File: src/bcf_pkg.sv
/*
 * Constants, identifier tables and small lookup functions for the
 * periodic battery status framer.
 * Assumes a 50 MHz system clock and a CAN controller that takes one
 * whole frame at a time.
 */

package bcf_pkg;

  // Timing
  localparam int CLK_HZ = 50_000_000;
  localparam int TICK_MS = 1;
  localparam int MS_CYCLES = CLK_HZ / 1000 * TICK_MS;
  localparam logic [7:0] PERIOD_FAST_MS = 8'h64;
  localparam logic [7:0] PERIOD_SLOW_MS = 8'hc8;

  // Protocol selection codes
  localparam logic [4:0] PROTO_NATIVE = 5'h00;
  localparam logic [4:0] PROTO_INV_FULL = 5'h01;
  localparam logic [4:0] PROTO_GRP_SLOW_A = 5'h02;
  localparam logic [4:0] PROTO_GRP_SLOW_B = 5'h03;
  localparam logic [4:0] PROTO_GRP_SLOW_C = 5'h04;
  localparam logic [4:0] PROTO_INV_ELEVEN = 5'h05;
  localparam logic [4:0] PROTO_INV_FOUR = 5'h06;
  localparam logic [4:0] PROTO_GRP_FAST = 5'h07;
  localparam logic [4:0] PROTO_GRP_SLOW_D = 5'h08;
  localparam logic [4:0] PROTO_CHG_EXT = 5'h09;
  localparam logic [4:0] PROTO_CHG_TWO = 5'h0a;
  localparam logic [4:0] PROTO_CUSTOM = 5'h0c;

  // Rate and identifier length codes
  localparam logic [7:0] RATE_NATIVE_DFLT = 8'h00;
  localparam logic [7:0] RATE_INV_DFLT = 8'h03;
  localparam logic [7:0] RATE_INV_ALT = 8'h02;
  localparam logic [7:0] RATE_CHG_EXT_DFLT = 8'h82;
  localparam logic [7:0] RATE_CHG_EXT_ALT = 8'h83;
  localparam logic [7:0] RATE_CHG_TWO_DFLT = 8'h02;
  localparam int RATE_EXT_BIT = 7;
  localparam logic [2:0] RATE_IDX_MAX = 3'h4;
  localparam logic [7:0] CFMT_RESET = 8'h00;

  // Frame layout
  localparam logic [28:0] ID_CELLS_UPPER = 29'h036;
  localparam logic [28:0] ID_LIMITS = 29'h037;
  localparam logic [28:0] ID_AUX = 29'h038;
  localparam logic [28:0] ID_HEARTBEAT = 29'h305;
  localparam logic [3:0] DLC_FULL = 4'h8;
  localparam logic [3:0] DLC_AUX = 4'h8;
  localparam logic signed [9:0] TEMP_MAX = 10'sd127;
  localparam logic signed [9:0] TEMP_MIN = -10'sd127;

  // Register offsets
  localparam logic [7:0] REG_PROTO = 8'h00;
  localparam logic [7:0] REG_RATE = 8'h04;
  localparam logic [7:0] REG_CFMT = 8'h08;
  localparam logic [7:0] REG_STATUS = 8'h0c;
  localparam logic [7:0] REG_COUNT = 8'h10;
  localparam int ST_OVERRUN = 1;
  localparam int ST_RX_OTHER = 2;

  localparam logic [11:0] IDS_NATIVE [8] = '{12'h031, 12'h032, 12'h033,
    12'h034, 12'h035, 12'h036, 12'h037, 12'h038};
  localparam logic [11:0] IDS_INV_FULL [16] = '{12'h351, 12'h355, 12'h356,
    12'h35a, 12'h35e, 12'h35f, 12'h360, 12'h372, 12'h373, 12'h374,
    12'h375, 12'h376, 12'h377, 12'h379, 12'h380, 12'h381};
  localparam logic [11:0] IDS_GROUP [6] = '{12'h351, 12'h355, 12'h356,
    12'h359, 12'h35c, 12'h35e};
  localparam logic [11:0] IDS_ELEVEN [11] = '{12'h311, 12'h312, 12'h313,
    12'h314, 12'h315, 12'h316, 12'h317, 12'h318, 12'h319, 12'h320,
    12'h321};
  localparam logic [28:0] IDS_CHG_EXT [3] = '{29'h1806e5f4, 29'h1806e6f4,
    29'h1806e7f4};
  localparam logic [11:0] IDS_CHG_TWO [2] = '{12'h6c1, 12'h6a1};

  function automatic logic [4:0] frame_total(input logic [4:0] proto);
    case (proto)
      PROTO_INV_FULL: frame_total = 5'h10;
      PROTO_GRP_SLOW_A, PROTO_GRP_SLOW_B, PROTO_GRP_SLOW_C,
      PROTO_GRP_FAST, PROTO_GRP_SLOW_D: frame_total = 5'h06;
      PROTO_INV_ELEVEN: frame_total = 5'h0b;
      PROTO_INV_FOUR: frame_total = 5'h04;
      PROTO_CHG_EXT: frame_total = 5'h0b;
      PROTO_CHG_TWO: frame_total = 5'h02;
      default: frame_total = 5'h08;
    endcase
  endfunction

  function automatic logic [28:0] frame_id(input logic [4:0] proto,
                                           input logic [4:0] idx);
    case (proto)
      PROTO_INV_FULL: frame_id = {17'h0, IDS_INV_FULL[idx[3:0]]};
      PROTO_GRP_SLOW_A, PROTO_GRP_SLOW_B, PROTO_GRP_SLOW_C,
      PROTO_GRP_FAST, PROTO_GRP_SLOW_D, PROTO_INV_FOUR:
        frame_id = (idx < 5'h06) ? {17'h0, IDS_GROUP[idx[2:0]]} : 29'h0;
      PROTO_INV_ELEVEN:
        frame_id = (idx < 5'h0b) ? {17'h0, IDS_ELEVEN[idx[3:0]]} : 29'h0;
      PROTO_CHG_EXT:
        frame_id = (idx < 5'h03) ? IDS_CHG_EXT[idx[1:0]]
                 : {17'h0, IDS_NATIVE[3'(idx - 5'h03)]};
      PROTO_CHG_TWO: frame_id = {17'h0, IDS_CHG_TWO[idx[0]]};
      default: frame_id = {17'h0, IDS_NATIVE[idx[2:0]]};
    endcase
  endfunction

  function automatic logic [7:0] period_ms(input logic [4:0] proto);
    case (proto)
      PROTO_GRP_SLOW_A, PROTO_GRP_SLOW_B, PROTO_GRP_SLOW_C,
      PROTO_INV_FOUR, PROTO_GRP_SLOW_D: period_ms = PERIOD_SLOW_MS;
      default: period_ms = PERIOD_FAST_MS;
    endcase
  endfunction

  function automatic logic [7:0] rate_default(input logic [4:0] proto);
    case (proto)
      PROTO_NATIVE, PROTO_CUSTOM: rate_default = RATE_NATIVE_DFLT;
      PROTO_CHG_EXT: rate_default = RATE_CHG_EXT_DFLT;
      PROTO_CHG_TWO: rate_default = RATE_CHG_TWO_DFLT;
      default: rate_default = RATE_INV_DFLT;
    endcase
  endfunction

endpackage

File: src/bcf_ms_tick.sv
/*
 * Millisecond enable pulse divided down from the system clock.
 * Assumes one free-running clock and a synchronous low reset.
 */
`timescale 1ns/10ps

module bcf_ms_tick #(
  parameter int CYCLES = bcf_pkg::MS_CYCLES
) (
  // Clock and reset
  input wire logic clk_sys,
  input wire logic rst_b,
  // One-cycle enable
  output logic tick
);

  logic [31:0] count;
  wire logic wrap = (count == 32'(CYCLES - 1));

  always_ff @(posedge clk_sys) begin
    if (!rst_b) begin
      count <= 32'h0;
      tick <= 1'b0;
    end else begin
      count <= wrap ? 32'h0 : count + 32'h1;
      tick <= wrap;
    end
  end

endmodule

File: src/bcf_aux_pack.sv
/*
 * Combinational packing of the auxiliary status frame payload.
 * Byte 1 of the frame sits in bits 63:56. Assumes live inputs; the
 * caller snapshots the packed word.
 */
`timescale 1ns/10ps

module bcf_aux_pack (
  // Measured values
  input wire logic [15:0] amp_hours,
  input wire logic signed [9:0] unit_temp_c,
  input wire logic [15:0] balance_map,
  input wire logic contactor_opening,
  // Output states
  input wire logic out_precharge,
  input wire logic out_opto_relay,
  input wire logic isolated_output_one,
  input wire logic isolated_output_two,
  // Packed payload
  output logic [63:0] aux_data
);

  wire logic [9:0] temp_clamped =
    (unit_temp_c > bcf_pkg::TEMP_MAX) ? bcf_pkg::TEMP_MAX :
    (unit_temp_c < bcf_pkg::TEMP_MIN) ? bcf_pkg::TEMP_MIN :
    unit_temp_c;
  // Precharge appears twice, at bit positions zero and one
  wire logic [7:0] out_states = {3'h0, isolated_output_two,
    isolated_output_one, out_opto_relay, out_precharge,
    out_precharge};

  assign aux_data = {amp_hours,
                     temp_clamped[7:0],
                     out_states,
                     8'h00,
                     balance_map,
                     7'h00, contactor_opening};

endmodule

File: src/bcf_framer.sv
/*
 * Periodic battery status framer: snapshots measured values each
 * period that finds it idle, then hands the profile's frames one by one to a CAN
 * controller over a valid/ready port. Holds the protocol, rate and
 * custom format registers.
 * Assumes all inputs synchronous to clk_sys and a controller that
 * sends a whole frame per handshake.
 */
`timescale 1ns/10ps

module bcf_framer #(
  parameter int MS_CYCLES = bcf_pkg::MS_CYCLES
) (
  // Clock and reset
  input wire logic clk_sys,
  input wire logic rst_b,
  // Register port
  input wire logic [7:0] reg_addr,
  input wire logic [31:0] reg_wdata,
  input wire logic reg_wr,
  input wire logic reg_rd,
  output logic [31:0] reg_rdata,
  // Upper cell voltages, 1 mV
  input wire logic [15:0] cell13_mv,
  input wire logic [15:0] cell14_mv,
  input wire logic [15:0] cell15_mv,
  input wire logic [15:0] cell16_mv,
  // Limits, 0.1 V and 0.1 A
  input wire logic [15:0] charge_volt_max,
  input wire logic [15:0] charge_curr_max,
  input wire logic [15:0] discharge_curr_max,
  input wire logic [15:0] discharge_volt_min,
  // Auxiliary status
  input wire logic [15:0] amp_hours,
  input wire logic signed [9:0] unit_temp_c,
  input wire logic [15:0] balance_map,
  input wire logic contactor_opening,
  input wire logic out_precharge,
  input wire logic out_opto_relay,
  input wire logic isolated_output_one,
  input wire logic isolated_output_two,
  // Frames to the CAN controller
  output logic tx_valid,
  input wire logic tx_ready,
  output logic [28:0] tx_id,
  output logic tx_ext,
  output logic [3:0] tx_dlc,
  output logic [63:0] tx_data,
  // Frames from the CAN controller
  input wire logic rx_valid,
  input wire logic [28:0] rx_id,
  input wire logic rx_ext,
  // Controller setup
  output logic [2:0] can_bit_rate,
  output logic can_ext_id
);

  typedef enum logic [1:0] {BCF_IDLE, BCF_LOAD, BCF_HOLD} bcf_state_t;

  bcf_state_t state;
  logic [4:0] proto;
  logic [7:0] rate;
  logic [7:0] cfmt;
  logic [4:0] snap_proto;
  logic [63:0] snap_cells;
  logic [63:0] snap_lim;
  logic [63:0] snap_aux;
  logic [4:0] idx;
  logic [7:0] ms_count;
  logic [15:0] frame_count;
  logic overrun;
  logic rx_other;
  logic ms_tick;
  logic [63:0] aux_live;

  ////////////////////////////////////////////////////////////////////////
  // Dividers and payload packing

  bcf_ms_tick #(
    .CYCLES(MS_CYCLES)
  ) u_tick (
    .clk_sys(clk_sys),
    .rst_b(rst_b),
    .tick(ms_tick)
  );

  bcf_aux_pack u_aux (
    .amp_hours(amp_hours),
    .unit_temp_c(unit_temp_c),
    .balance_map(balance_map),
    .contactor_opening(contactor_opening),
    .out_precharge(out_precharge),
    .out_opto_relay(out_opto_relay),
    .isolated_output_one(isolated_output_one),
    .isolated_output_two(isolated_output_two),
    .aux_data(aux_live)
  );

  ////////////////////////////////////////////////////////////////////////
  // Register decode

  wire logic wr_proto = reg_wr && (reg_addr == bcf_pkg::REG_PROTO);
  wire logic wr_rate = reg_wr && (reg_addr == bcf_pkg::REG_RATE);
  wire logic wr_cfmt = reg_wr && (reg_addr == bcf_pkg::REG_CFMT);
  wire logic wr_status = reg_wr && (reg_addr == bcf_pkg::REG_STATUS);
  wire logic [7:0] wr_code = reg_wdata[7:0];

  // Only codes 0-4 and 128-132 name a rate
  wire logic code_legal = (wr_code[6:3] == 4'h0) &&
    (wr_code[2:0] <= bcf_pkg::RATE_IDX_MAX);
  wire logic code_inv_ok = (wr_code == bcf_pkg::RATE_INV_DFLT) ||
    (wr_code == bcf_pkg::RATE_INV_ALT);
  wire logic code_chg_ok = (wr_code == bcf_pkg::RATE_CHG_EXT_DFLT) ||
    (wr_code == bcf_pkg::RATE_CHG_EXT_ALT);
  wire logic rate_ok = code_legal &&
    ((proto == bcf_pkg::PROTO_INV_FULL) ? code_inv_ok :
     (proto == bcf_pkg::PROTO_CHG_EXT) ? code_chg_ok : 1'b1);

  // Custom protocol takes its rate and ID length from the format
  wire logic [7:0] rate_eff =
    (proto == bcf_pkg::PROTO_CUSTOM) ? cfmt : rate;

  wire logic [31:0] status_word = {11'h0, idx, 13'h0, rx_other,
    overrun, (state != BCF_IDLE)};
  wire logic [31:0] next_rdata =
    (reg_addr == bcf_pkg::REG_PROTO) ? {27'h0, proto} :
    (reg_addr == bcf_pkg::REG_RATE) ? {24'h0, rate} :
    (reg_addr == bcf_pkg::REG_CFMT) ? {24'h0, cfmt} :
    (reg_addr == bcf_pkg::REG_STATUS) ? status_word :
    (reg_addr == bcf_pkg::REG_COUNT) ? {16'h0, frame_count} : 32'h0;

  ////////////////////////////////////////////////////////////////////////
  // Period timing and frame selection

  wire logic [7:0] period = bcf_pkg::period_ms(proto);
  wire logic period_tick = ms_tick && (ms_count >= period - 8'h01);
  wire logic [4:0] total = bcf_pkg::frame_total(snap_proto);
  wire logic [28:0] cur_id = bcf_pkg::frame_id(snap_proto, idx);
  wire logic last_frame = (idx == total - 5'h01);
  wire logic sent = tx_valid && tx_ready;

  // Payload words other than these three carry no modelled content
  wire logic [63:0] cur_data =
    (cur_id == bcf_pkg::ID_CELLS_UPPER) ? snap_cells :
    (cur_id == bcf_pkg::ID_LIMITS) ? snap_lim :
    (cur_id == bcf_pkg::ID_AUX) ? snap_aux : 64'h0;
  wire logic [3:0] cur_dlc = (cur_id == bcf_pkg::ID_AUX) ?
    bcf_pkg::DLC_AUX : bcf_pkg::DLC_FULL;

  // Heartbeat from the inverter carries nothing the framer uses
  wire logic rx_heartbeat = rx_valid && !rx_ext &&
    (rx_id == bcf_pkg::ID_HEARTBEAT) &&
    (proto == bcf_pkg::PROTO_INV_FULL);
  wire logic rx_flag_set = rx_valid && !rx_heartbeat;

  ////////////////////////////////////////////////////////////////////////
  // Configuration registers

  always_ff @(posedge clk_sys) begin
    if (!rst_b) begin
      proto <= bcf_pkg::PROTO_NATIVE;
      rate <= bcf_pkg::RATE_NATIVE_DFLT;
      cfmt <= bcf_pkg::CFMT_RESET;
    end else begin
      if (wr_proto) begin
        proto <= reg_wdata[4:0];
        rate <= bcf_pkg::rate_default(reg_wdata[4:0]);
      end else if (wr_rate && rate_ok) begin
        rate <= wr_code;
      end
      if (wr_cfmt && code_legal) begin
        cfmt <= wr_code;
      end
    end
  end

  always_ff @(posedge clk_sys) begin
    if (!rst_b) begin
      can_bit_rate <= 3'h0;
      can_ext_id <= 1'b0;
      reg_rdata <= 32'h0;
    end else begin
      can_bit_rate <= rate_eff[2:0];
      can_ext_id <= rate_eff[bcf_pkg::RATE_EXT_BIT];
      reg_rdata <= reg_rd ? next_rdata : 32'h0;
    end
  end

  // Sticky flags: a new event wins over a write-one clear
  always_ff @(posedge clk_sys) begin
    if (!rst_b) begin
      overrun <= 1'b0;
      rx_other <= 1'b0;
    end else begin
      overrun <= (period_tick && state != BCF_IDLE) ||
        (overrun && !(wr_status && reg_wdata[bcf_pkg::ST_OVERRUN]));
      rx_other <= rx_flag_set ||
        (rx_other && !(wr_status && reg_wdata[bcf_pkg::ST_RX_OTHER]));
    end
  end

  ////////////////////////////////////////////////////////////////////////
  // Period counter and snapshot

  always_ff @(posedge clk_sys) begin
    if (!rst_b) begin
      ms_count <= 8'h0;
    end else if (wr_proto) begin
      ms_count <= 8'h0;
    end else if (ms_tick) begin
      ms_count <= period_tick ? 8'h0 : ms_count + 8'h01;
    end
  end

  // A period that finds the previous set unfinished is skipped
  wire logic start = period_tick && (state == BCF_IDLE);

  always_ff @(posedge clk_sys) begin
    if (!rst_b) begin
      snap_proto <= bcf_pkg::PROTO_NATIVE;
      snap_cells <= 64'h0;
      snap_lim <= 64'h0;
      snap_aux <= 64'h0;
    end else if (start) begin
      snap_proto <= proto;
      snap_cells <= {cell13_mv, cell14_mv, cell15_mv,
                     cell16_mv};
      snap_lim <= {charge_volt_max,
                   charge_curr_max, discharge_curr_max,
                   discharge_volt_min};
      snap_aux <= aux_live;
    end
  end

  ////////////////////////////////////////////////////////////////////////
  // Frame sequencer

  always_ff @(posedge clk_sys) begin
    if (!rst_b) begin
      state <= BCF_IDLE;
      idx <= 5'h0;
      frame_count <= 16'h0;
    end else begin
      unique case (state)
        BCF_IDLE: begin
          if (start) begin
            idx <= 5'h0;
            state <= BCF_LOAD;
          end
        end
        BCF_LOAD: state <= BCF_HOLD;
        BCF_HOLD: begin
          if (sent) begin
            frame_count <= frame_count + 16'h1;
            idx <= last_frame ? 5'h0 : idx + 5'h01;
            state <= last_frame ? BCF_IDLE : BCF_LOAD;
          end
        end
      endcase
    end
  end

  always_ff @(posedge clk_sys) begin
    if (!rst_b) begin
      tx_valid <= 1'b0;
      tx_id <= 29'h0;
      tx_ext <= 1'b0;
      tx_dlc <= 4'h0;
      tx_data <= 64'h0;
    end else if (state == BCF_LOAD) begin
      tx_valid <= 1'b1;
      tx_id <= cur_id;
      tx_ext <= rate_eff[bcf_pkg::RATE_EXT_BIT];
      tx_dlc <= cur_dlc;
      tx_data <= cur_data;
    end else if (sent) begin
      tx_valid <= 1'b0;
    end
  end

endmodule

File: config.mk
export PLATFORM = sky130hd
export DESIGN_NAME = bcf_framer
export DESIGN_NICKNAME = d
export VERILOG_FILES = /design/src/bcf_pkg.sv /design/src/bcf_ms_tick.sv /design/src/bcf_aux_pack.sv /design/src/bcf_framer.sv
export SDC_FILE = /design/constraint.sdc
export NUM_CORES = 1
export LEC_CHECK = 0
export ABC_AREA = 1
export CORE_MARGIN = 2
export CORE_UTILIZATION = 64
export DETAILED_ROUTE_END_ITERATION = 16
export DONT_BUFFER_PORTS = 1
export PLACE_DENSITY_LB_ADDON = 0.05
export SLEW_MARGIN = 0
export SYNTH_ARGS = -nofsm -noshare
export SYNTH_HDL_FRONTEND = slang
export SYNTH_SLANG_ARGS = --single-unit
File: constraint.sdc
create_clock -name clk_sys -period 4.15 [get_ports clk_sys]
set_clock_uncertainty 0.2 [all_clocks]
set_input_delay 0.83 -clock clk_sys [delete_from_list [all_inputs] [get_ports clk_sys]]
set_output_delay 0.83 -clock clk_sys [all_outputs]
set_load 0.02 [all_outputs]
### Word level (Yosys, flattened, before mapping)

Memory sizes are Yosys's and may differ from the RTL's. A register that Yosys moved wholly into a read port is not among the register bits.
Cells that the tools add are included.

* bits in latches: 0
* bits in registers: 398
* word-level logic and storage cells: 199
* memories: 6
* input bits: 251
* RAM bits: 0
* ROM bits: 752
* output and inout bits: 135

Memories
* (no name shown): words 16, bits a word 12, rd ports 1, clocked after Yosys merged registers in 0, wr ports 0, RTL line bcf_pkg.sv:96 `frame_id = (idx < 5'h0b) ? {17'h0, IDS_ELEVEN[idx[3:0]]} : 29'h0;`
* (no name shown): words 16, bits a word 12, rd ports 1, clocked after Yosys merged registers in 0, wr ports 0, RTL line bcf_pkg.sv:91 `PROTO_INV_FULL: frame_id = {17'h0, IDS_INV_FULL[idx[3:0]]};`
* (no name shown): words 8, bits a word 12, rd ports 1, clocked after Yosys merged registers in 0, wr ports 0, RTL line bcf_pkg.sv:101 `default: frame_id = {17'h0, IDS_NATIVE[idx[2:0]]};`
* (no name shown): words 8, bits a word 12, rd ports 1, clocked after Yosys merged registers in 0, wr ports 0, RTL line bcf_pkg.sv:99 `: {17'h0, IDS_NATIVE[3'(idx - 5'h03)]};`
* (no name shown): words 8, bits a word 12, rd ports 1, clocked after Yosys merged registers in 0, wr ports 0, RTL line bcf_pkg.sv:94 `frame_id = (idx < 5'h06) ? {17'h0, IDS_GROUP[idx[2:0]]} : 29'h0;`
* (no name shown): words 16, bits a word 5, rd ports 1, clocked after Yosys merged registers in 1, wr ports 0, RTL line bcf_pkg.sv:76 `case (proto)`

* bitwise operators: 8
* reduce and logical (&&, ||, !) cells: 49
* equal/unequal tests: 39
* $add $sub $neg: 7
* muxes and demuxes: 51
* multiply operators: 0
* div/mod/pow operators: 0
* magnitude comparators: 12
* shift-type cells: 0

Operators with widths (count)
* $mux W64: 3
* $mux W12: 14
* $pmux W29 S5: 1
* $eq A29 B6 Y1 const B: 3
* $mux W29: 3
* $mux W8: 9
* $bmux W29 S2: 1
* $eq A5 B4 Y1 const B: 9
* $add A32 B1 Y32 const B: 1
* $eq A32 B16 Y1 const B: 1
* $eq A5 B3 Y1 const B: 6
* $eq A29 B10 Y1 const B: 1
* $mux W5: 5
* $pmux W8 S3: 1
* $mux W21: 1
* $eq A5 B2 Y1 const B: 4
* $logic_and A1 B1 Y1: 20
* $add A16 B1 Y16 const B: 1
* $eq A8 B2 Y1 const B: 2
* $eq A8 B4 Y1 const B: 2
* $eq A8 B8 Y1 const B: 2
* $mux W16: 1
* $reduce_or A6 Y1: 2
* $eq A5 B1 Y1 const B: 2
* 46 further kinds: 71

### Depth between registers and ports, before layout

Gate-level depths: netlist (run 1).

* depth in word-level cells: 11
* depth in mapped cells: 20
* depth with buffers taken out: 20

### Hierarchy

Synthesis (run 1) repeated with hierarchy kept, for this count alone.

* cells, all modules: 2620
* area total of the unflattened synthesis: 18547.8 um^2

By module, submodules not included
* bcf_framer: sequential area each 7206.9 um^2, instances 1, cells an instance 2214, area each 16054.1 um^2
* bcf_ms_tick: sequential area each 660.6 um^2, instances 1, cells an instance 321, area each 1930.6 um^2
* bcf_aux_pack: sequential area each 0.0 um^2, instances 1, cells an instance 85, area each 563.0 um^2

### Worst setup path after synthesis (run 1)

Ideal clock, no wire load.

* kind: flip-flop to flip-flop
* start: register proto[1]
* end: register snap_aux[20]
* stages on the path, launching flop included: 17
* arrival time: 2.633 ns
* buffers on the path: 3
* slack: 1.252 ns
* clock period less this slack: 2.898 ns
* required time: 3.885 ns
* setup time: 0.065 ns
* cells stage by stage: dfxtp_1 inv_1 o21ai_0 o21ai_0 a211oi_1 ha_1 a21o_1 a31oi_1 nand2_1 nand2_1 nor2_2 inv_1 clkbuf_1 clkbuf_1 buf_2 nor2_1 nor2_1

* word-level cells in the longest chain between the ends: 7
* elaborated cells on any way between the ends: 11
* those cells by class: add/sub: 1; order compare: 1; eq/ne: 5; mux: 1; reduce/logical: 3

RTL lines
* from (decl): RTL line bcf_framer.sv:61 `logic [4:0] proto;`
* from (signal assigned): RTL line bcf_framer.sv:161 `proto <= bcf_pkg::PROTO_NATIVE;`
* from (signal assigned): RTL line bcf_framer.sv:166 `proto <= reg_wdata[4:0];`
* $eq A5 B2 Y1, or another cell as far along: RTL line bcf_pkg.sv:106 `case (proto)`
* $reduce_or A5 Y1 (*): RTL line bcf_pkg.sv:106
* $mux W8 (*): RTL line bcf_pkg.sv:106
* $sub A8 B1 Y8 (*): RTL line bcf_framer.sv:136 `wire logic period_tick = ms_tick && (ms_count >= period - 8'h01);`
* $ge A8 B8 Y1 (*): RTL line bcf_framer.sv:136
* $logic_and A1 B1 Y1 (*): RTL line bcf_framer.sv:136
* $logic_and A1 B1 Y1 (*): RTL line bcf_framer.sv:216 `wire logic start = period_tick && (state == BCF_IDLE);`
* to (signal assigned): RTL line bcf_framer.sv:231 `snap_aux <= aux_live;`
* to (decl): RTL line bcf_framer.sv:67 `logic [63:0] snap_aux;`

Mark *: on every way between the ends. The rest lies on a longest branch, timed or not.
A chain may end at the register's enable or synchronous reset.

### Worst setup path after layout (run 1)

* start: register proto[1]
* end: register idx[2]

* word-level cells in the longest chain between the ends: 9
* elaborated cells on any way between the ends: 13
* those cells by class: add/sub: 1; order compare: 1; eq/ne: 6; mux: 1; reduce/logical: 4

RTL lines
* $eq A5 B2 Y1, or another cell as far along: RTL line bcf_pkg.sv:106
* $reduce_or A5 Y1 (*): RTL line bcf_pkg.sv:106
* $mux W8 (*): RTL line bcf_pkg.sv:106
* $sub A8 B1 Y8 (*): RTL line bcf_framer.sv:136
* $ge A8 B8 Y1 (*): RTL line bcf_framer.sv:136
* $logic_and A1 B1 Y1 (*): RTL line bcf_framer.sv:136
* $logic_and A1 B1 Y1 (*): RTL line bcf_framer.sv:216
* $ne A2 B2 Y1 (no source line) (*)
* $reduce_and A3 Y1 (no source line) (*)
* to (signal assigned): RTL line bcf_framer.sv:255 `idx <= last_frame ? 5'h0 : idx + 5'h01;`
* to (decl): RTL line bcf_framer.sv:68 `logic [4:0] idx;`

Marked as above.

==> Flow_metrics.wiki, run 1 <==
{| class="wikitable"
! Metric !! Value
|-
| Primary FF master, synth || dfxtp_1
|-
| Area added between synthesis and finish || 6.88%
|-
| Pwr dens || between 400 and 500 nW/µm²
|-
| Final Routed Wirelength || 46200 µm
|-
| Standard-cell row count || 59
|-
| Aggregate global-route resource usage || roughly a third
|-
| Endpoint class of the critical path || flip-flop
|-
| Setup Total Neg Slack || 0 ns
|-
| Number of detailed-routing iterations run before antenna repair || 6
|-
| Number of vias per cell after detailed routing || 5.71
|-
| Library cell occupying the most area in the post-synthesis netlist || dfxtp_1
|-
| Number of global-route vias before repair || between 10000 and 15000
|-
| Clock-pin slew of the registers on the worst-case setup and hold paths || 0.06 ns
|-
| Share of flip-flops with an asynchronous set or reset || 0%
|-
| Cells resized by post-CTS repair || 0
|-
| Minimum period implied by the final worst setup slack || 3.60 ns
|-
| Initial cell density of the core || 65.5%
|-
| Endpoints failing setup || 0
|-
| TritonCTS clock tree || done
|-
| IO Port Bufs || 0
|-
| Die span in y || 168 µm
|-
| Clock insertion delay at the later pin of the skew report || between 0.5 and 0.6 ns
|-
| Proportion of synthesized chip area in sequential cells || 43.6%
|-
| Synth top area cells || dfxtp_1, nand2_1, nor2_1
|-
| Number of warnings printed during yosys synthesis || 0
|-
| Transition time of the tightest slew-check pin || approximately 1.0 ns
|-
| Initial antenna violation count || 6
|-
| Post-CTS setup buffer count || 0
|-
| Violation count after the first detailed-routing iteration || 1288
|-
| Setup repair after global routing missed its margin || no
|-
| Crit path from || proto[1]
|-
| Number of enable flip-flop cells after synthesis || 0
|-
| Hold Crit Start || discharge_volt_min[8]
|-
| Total number of vias || 15700
|-
| Pins Over Slew Limit || 0
|-
| Class of the tightest hold or removal check || input port to flip-flop
|-
| Result of the run || finished, final reports clean
|-
| Total of hold buffers inserted after clock tree synthesis || 0
|-
| Width of the die || 168 µm
|-
| Filler Cell Count || 2329
|-
| Period Utilization, post-route || 86.9%
|-
| Required time of the critical path || 4.38 ns
|-
| Synth unique cells || 50
|-
| Static power due to leakage || roughly 0.008 µW
|-
| Peak ir drop on the vdd network || around 380 µV
|-
| Global-route wire length before repair || 73300 µm
|-
| Synth top area share || 43.6%
|-
| HPWL after detailed placement || 29400 µm
|-
| Leftover overflow at the end of global routing || 0
|-
| Arrival @ worst endpoint || between 3 and 4 ns
|-
| Number of clock buffers inserted by TritonCTS || 39
|-
| Slew HR || 30.5%
|-
| CTS H-Tree Depth || 2
|-
| Hold slack || ~0.23 ns
|-
| Antenna-violating nets left || 0
|-
| Critical Path Start Type || flip-flop
|-
| Sink Count || 374
|-
| Avg Cell Area, Syn || 6.98 µm²
|-
| Area of the mapped netlist || about 17000 µm²
|-
| Critical Setup Path Class || flip-flop to flip-flop
|-
| Largest driver fanout on the critical path || 31
|-
| Worst reg2reg path startpoint || proto[1]
|-
| Fmax || 277 MHz
|-
| Fraction of final layout cells with drive strength greater than 1 || 5.15%
|-
| Die area || 28100 µm²
|-
| Number of flip-flops and latches in the synthesized netlist || 374
|-
| Worst-case clock buffer depth || 3
|-
| Buffer cell driving the clock tree root || clkbuf_16
|-
| Post-detailed-route wirelength per cell || 16.8 µm
|-
| Largest net degree at the start of global routing || 216
|-
| Cell count after synthesis || 2457
|-
| Number of hold-slack violations in the final timing report || 0
|-
| Max Cap Viol || 0
|-
| DRC || 0
|-
| Core Footprint || 26200 µm²
|-
| Sum of internal, switching and leakage power || 7430 µW
|-
| Placer Congestion || 0.872
|-
| I/O pin total || 386
|-
| Total number of nets in the final design || between 2000 and 3000
|}
-- flip-flops by register name, summed over array words and instances (netlist names), 2 cells and up, named ones only --
signal and cells:
ms_count 8, snap_aux 45, snap_lim 64, state 2
snap_cells 64, cfmt 8, can_bit_rate 3, snap_proto 5
idx 5, u_tick.count 32, frame_count 16, reg_rdata 21
tx_data 64, tx_id 12, rate 8, proto 5
-- worst max-delay path: stages (launching register included) --
cell and delay, ns:
dfxtp_1 0.39, inv_1 0.08, o21ai_0 0.13, o21ai_0 0.11, a211oi_1 0.37, ha_1 0.33, a21o_1 0.19, a31oi_1 0.13
nand2_1 0.09, nand2_1 0.15, nor2_4 0.10, inv_6 0.22, nand2_1 0.26, a21oi_1 0.39, inv_1 0.16, a211oi_1 0.21
-- stage by stage --
step           setup slack, ns  area [µm²]  cells  util, %
2_1_floorplan             1.25       17200   2481        -
3_3_place_gp             0.758       17000   2673     65.0
3_5_place_dp             0.650       17000   2673     65.0
4_1_cts                  0.632       18300   2742     69.9
5_1_grt                  0.295       18300   2748     70.0
6_report                 0.546       18300   2748     70.0
-- cell type report --
cell class / instances / area, µm² / area share (%)
Timing Repair Buffer: 18 / 210 / 1.15
Sequential cell: 374 / 7490 / 40.8
Clock inverter: 8 / 108 / 0.587
Multi-Input combinational cell: 1661 / 7830 / 42.7
Inverter: 285 / 1080 / 5.87
Tap cell: 335 / 419 / 2.29
Clock buffer: 61 / 1190 / 6.49
Antenna cell: 6 / 15.0 / 0.0819
-- cells in the final DEF, fill, tap and decap left out, drive strengths merged, types with 4 or more instances in the layout --
| cell | netlist | routed |
|---|---|---|
| nand4 | 17 | 17 |
| xnor2 | 5 | 5 |
| nor4 | 15 | 15 |
| a21oi | 152 | 152 |
| inv | 284 | 284 |
| nand3 | 183 | 183 |
| nor2 | 442 | 442 |
| nand2 | 431 | 431 |
| o211ai | 57 | 57 |
| o22ai | 5 | 5 |
| clkbuf | 81 | 61 |
| ha | 16 | 16 |
| a211oi | 5 | 5 |
| xor2 | 23 | 23 |
| diode | 0 | 6 |
| nor3 | 27 | 27 |
| conb | 1 | 25 |
| dfxtp | 374 | 374 |
| a31oi | 10 | 10 |
| o31ai | 4 | 4 |
| buf | 80 | 18 |
| clkinv | 1 | 6 |
| o21ai | 224 | 224 |
-- power breakdown --
group | switching [µW] | total (µW) | internal (µW) | leakage (µW)
registers | 59.3 | 3680 | 3620 | 0.00301
clock network | 1400 | 3500 | 2100 | 0.000635
logic | 182 | 252 | 69.7 | 0.00431
total | 1650 | 7430 | 5790 | 0.00796
-- final timing paths --
kind | endpoint | slack, ns | depth (start not counted)
max | idx[2] | 0.55 | 15
min | snap_lim[8] | 0.23 | 2
max reg2reg | idx[2] | 0.55 | 15
min reg2reg | u_tick.count[0] | 0.24 | 1
-- synth_stat cells (14+ instances only) --
master,instances
o21ai_0,222
nor3_1,26
dfxtp_1,374
xor2_1,23
ha_1,16
nor2_1,423
clkbuf_1,81
inv_1,268
nor4_1,14
buf_2,24
inv_2,16
a21oi_1,152
buf_4,45
nand3_1,181
nand2_1,426
nand4_1,17
o211ai_1,57
-- kinds of logic (layout without fill, tap and decap cells) --
| family | count (synthesis) | in the layout | share of synthesized area (%) |
|---|---|---|---|
| simple gates | 1123 | 1123 | 27.4 |
| flops | 374 | 374 | 43.6 |
| compound gates | 469 | 469 | 15.0 |
| xor+xnor | 28 | 28 | 1.43 |
| buf+inv | 446 | 372 | 11.4 |
| fa+ha+maj | 16 | 16 | 1.17 |
| other cells | 1 | 31 | 0.0219 |
-- routing by layer --
layer  GRT usage (%)  share of wire, %  vias up
met5               0                 0        -
met4            12.2               3.3        0
met3            7.02               8.8       93
met2            51.3                46      663
met1            41.3                42     7251
li1                -                 -     7692
Note: power is estimated with default switching activity, not from simulation.
==> run 2, diff against run 1 <==
--- a/config.mk
+++ b/config.mk
@@ -5,9 +5,8 @@
 export SDC_FILE = /design/constraint.sdc
 export NUM_CORES = 1
 export LEC_CHECK = 0
-export ABC_AREA = 1
 export CORE_MARGIN = 2
-export CORE_UTILIZATION = 64
+export CORE_UTILIZATION = 63
 export DETAILED_ROUTE_END_ITERATION = 16
 export DONT_BUFFER_PORTS = 1
 export PLACE_DENSITY_LB_ADDON = 0.05
==> run 2 against run 1 <==
Critical path depth decreased by 5. Synthesized area decreased by 5.5%. Sequential share of layout area increased by 1.6 points. Count of clock-buffer cells in the layout decreased by 1. Final cell count decreased by 18%. Maximum frequency decreased by 3.1%. Worst setup slack got worse by 0.12 ns. First-iteration DRC count decreased by 0.93%. Critical path type unchanged. Largest power group is now clock.
==> Flow_metrics.wiki, run 2 <==
{| class="wikitable"
! Metric !! Value
|-
| Area taken by multi-input logic gates || 7820 µm² (-0.19%)
|-
| Core Footprint || 25300 µm² (-3.6%)
|-
| Sink Count || 374 (unchanged)
|-
| Slew HR || 33.9% (+3.4 points)
|-
| Violation count after the first detailed-routing iteration || 1276 (-0.93%)
|-
| TritonCTS clock tree || done
|-
| Endpoints failing setup || 0 (unchanged)
|-
| Final Instance Count excl. Fillers || 2265 (-18%)
|-
| Number of enable flip-flop cells after synthesis || 0 (unchanged)
|-
| Largest delay contributor family on the critical path || compound AO/OA/AOI/OAI gates
|-
| Width of the die || 164 µm (-2.0%)
|-
| Synth top area share || 46.2% (+2.5 points)
|-
| Initial cell density of the core || 64.2% (-1.3 points)
|-
| Die span in y || 164 µm (-2.0%)
|-
| Hold Crit Start || balance_map[2]
|-
| End-of-flow core utilization || 69.8% (-0.17 points)
|-
| Final Routed Wirelength || 42700 µm (-7.6%)
|-
| Post-CTS setup buffer count || 0 (unchanged)
|-
| Critical Path Most Common Cell || inv_1
|-
| Pins Over Slew Limit || 0 (unchanged)
|-
| Worst reg2reg path startpoint || idx[1]
|-
| Top post-synthesis cells by count || nand2_1, dfxtp_1, a21oi_1
|-
| Critical path cell sequence || inv_1 > ha_1 > inv_1 > mux4_2 > a222oi_1 > and2_1 > nand3b_1 > buf_4 > o31ai_1 > o221a_1
|-
| Avg Cell Area, Syn || 8.17 µm² (+17%)
|-
| Result of the run || finished, final reports clean
|-
| Max Cap Viol || 0 (unchanged)
|-
| Highest-count cells in the layout ignoring fill and taps || nand2_1, dfxtp_1, a21oi_1, nor2_1, or3_1
|-
| CTS H-Tree Depth || 2 (unchanged)
|-
| Fraction of final layout cells with drive strength greater than 1 || 6.36% (+1.2 points)
|-
| Endpoint of the worst-slack reg-to-reg timing path || tx_data[33]
|-
| Area of the mapped netlist || 16200 µm² (-5.5%)
|-
| Cells resized by post-CTS repair || 0 (unchanged)
|-
| Minimum period implied by the final worst setup slack || 3.72 ns (+0.116 ns)
|-
| DRC || 0 (unchanged)
|-
| Filler Cell Count || 2175 (-6.6%)
|-
| WP depth || 10 (-5)
|-
| Synth unique cells || 80 (+60%)
|-
| Arrival @ worst endpoint || 4.00 ns (+0.17 ns)
|-
| Primary FF master, synth || dfxtp_1
|-
| Most common cell in the synthesized netlist || nand2_1
|-
| Setup Total Neg Slack || 0 ns (unchanged)
|-
| Critical Path Start Type || flip-flop
|-
| Library cell occupying the most area in the post-synthesis netlist || dfxtp_1
|-
| Global-route wire length before repair || 66000 µm (-10%)
|-
| Setup repair after global routing missed its margin || no
|-
| N_diodes || 0 (-6)
|-
| Storage cell area || 7490 µm² (unchanged)
|-
| Die area || 27000 µm² (-3.9%)
|-
| Hold slack || 0.221 ns (-0.0117 ns)
|-
| Number of clock buffers inserted by TritonCTS || 39 (unchanged)
|-
| Fmax || 269 MHz (-3.1%)
|-
| Post-detailed-route wirelength per cell || 18.8 µm (+12%)
|-
| Endpoint class of the critical path || flip-flop
|-
| Class of the tightest hold or removal check || input port to flip-flop
|-
| Path depth of the worst reg2reg path || 10 (-5)
|-
| Placer Congestion || 0.915 (+4.9%)
|-
| IO Port Bufs || 0 (unchanged)
|-
| Static power due to leakage || 0.00565 µW (-29%)
|-
| Synth top area cells || dfxtp_1, nand2_1, a21oi_1
|-
| Clock-pin slew of the registers on the worst-case setup and hold paths || 0.06 ns (about the same)
|-
| Share of flip-flops with an asynchronous set or reset || 0% (unchanged)
|-
| Critical Setup Path Class || flip-flop to flip-flop
|-
| Total number of vias || 13800 (-12%)
|-
| Largest incremental delay on the critical path || 0.50 ns (+0.11 ns)
|-
| Cell count after synthesis || 1986 (-19%)
|-
| Final standard cell area without fillers || 17600 µm² (-3.9%)
|-
| Period Utilization, post-route || 89.7% (+2.8 points)
|-
| Worst Hold Endpoint || snap_aux[10]
|-
| Number of vias per cell after detailed routing || 6.08 (+6.4%)
|-
| Antenna-violating nets left || 0 (unchanged)
|-
| Largest registers || snap_cells (64), snap_lim (64), tx_data (64)
|-
| Number of buffer and inverter instances along the worst setup path || 3 (unchanged)
|-
| Standard-cell row count || 58 (-1.7%)
|-
| Post-Place Cells || 2194 (-18%)
|-
| Number of global-route vias before repair || 12900 (-11%)
|-
| HPWL after detailed placement || 27800 µm (-5.5%)
|-
| Area added between synthesis and finish || 8.70%
|-
| Total of hold buffers inserted after clock tree synthesis || 0 (unchanged)
|-
| Slowest-stage cell, CP || dfxtp_1
|-
| Number of hold-slack violations in the final timing report || 0 (unchanged)
|-
| Buffer cell driving the clock tree root || clkbuf_16
|-
| Transition time of the tightest slew-check pin || 0.992 ns (-0.0517 ns)
|-
| Clock insertion delay at the later pin of the skew report || 0.54 ns (about the same)
|-
| Number of warnings printed during yosys synthesis || 0 (unchanged)
|-
| Peak ir drop on the vdd network || 468 µV (+24%)
|-
| Largest net degree at the start of global routing || 161 (-25%)
|-
| Worst-case clock buffer depth || 3 (unchanged)
|-
| Reg2Reg Setup Slack || 0.43 ns (-0.12 ns)
|-
| Most frequent standard cell in the layout excluding fill and tap cells || nand2_1
|-
| Proportion of synthesized chip area in sequential cells || 46.2% (+2.5 points)
|-
| Total number of nets in the final design || 2172 (-18%)
|-
| Aggregate global-route resource usage || 30.3% (-1.3 points)
|-
| I/O pin total || 386 (unchanged)
|-
| Number of detailed-routing iterations run before antenna repair || 5 (-1)
|-
| Number of flip-flops and latches in the synthesized netlist || 374 (unchanged)
|-
| Worst hold path depth || 2 (unchanged)
|-
| Largest driver fanout on the critical path || 45 (+45%)
|-
| Leftover overflow at the end of global routing || 0 (unchanged)
|-
| Required time of the critical path || 4.43 ns (+0.05 ns)
|-
| Pwr dens || 417 nW/µm² (+3.0%)
|-
| Placed standard-cell area || 16300 µm² (-4.5%)
|-
| Initial antenna violation count || 1 (-5)
|}
[run 2: layer usage]
metal / vias up / part of all wire [%] / routed length, µm / track usage (%)
met4: 2 / 3.3 / 1410 / 11.5
met3: 90 / 9.4 / 4020 / 8.21
li1: 6647 / - / - / -
met1: 6488 / 41 / 17400 / 38.6
met5: - / 0.028 / 12 / 0
met2: 539 / 46 / 19800 / 49.2
[run 2: area by class of cell]
cell class                 count  area share (%)
clock buffer                  60            6.90
multi-input combinational   1398            44.3
clock inverter                11           0.880
sequential                   374            42.5
tap                          330            2.34
timing repair buffer          30            1.70
inverter                      62            1.36
[run 2: kinds of logic (layout without fill, tap and decap cells)]
family / after synthesis / after routing / synth area share [%]
flip-flops: 374 / 374 / 46.2
AO/OA/AOI/OAI: 416 / 416 / 16.9
buffers and inverters: 238 / 163 / 6.49
other: 1 / 25 / 0.0231
XOR/XNOR: 63 / 63 / 3.40
adder cells (fa/ha/maj): 16 / 16 / 1.23
AND/OR/NAND/NOR: 841 / 841 / 23.3
multiplexers: 37 / 37 / 2.46
[run 2: how the worst max path moves through the flow]
stage / endpoint / slack (ns) / from
finish: tx_data[33] / 0.43 / idx[1]
global route: tx_data[33] / 0.15 / idx[1]
CTS: tx_data[61] / 0.50 / idx[1]
detailed placement: tx_data[61] / 0.50 / idx[1]
global placement: tx_data[61] / 0.57 / idx[1]
floorplan: tx_data[55] / 0.82 / idx[0]
[run 2: metrics by stage]
step / total power [µW] / setup slack (ns)
floorplan: 3790 / 0.819
global placement: 3780 / 0.570
detailed placement: 3780 / 0.497
CTS: 7400 / 0.497
global route: 7550 / 0.149
finish: 7360 / 0.429
[run 2: report_power, final]
group          total [µW]  internal, µW  switching (µW)
Clock                3650          2220            1440
Combinational         108          18.7            88.9
Sequential           3600          3590            2.63
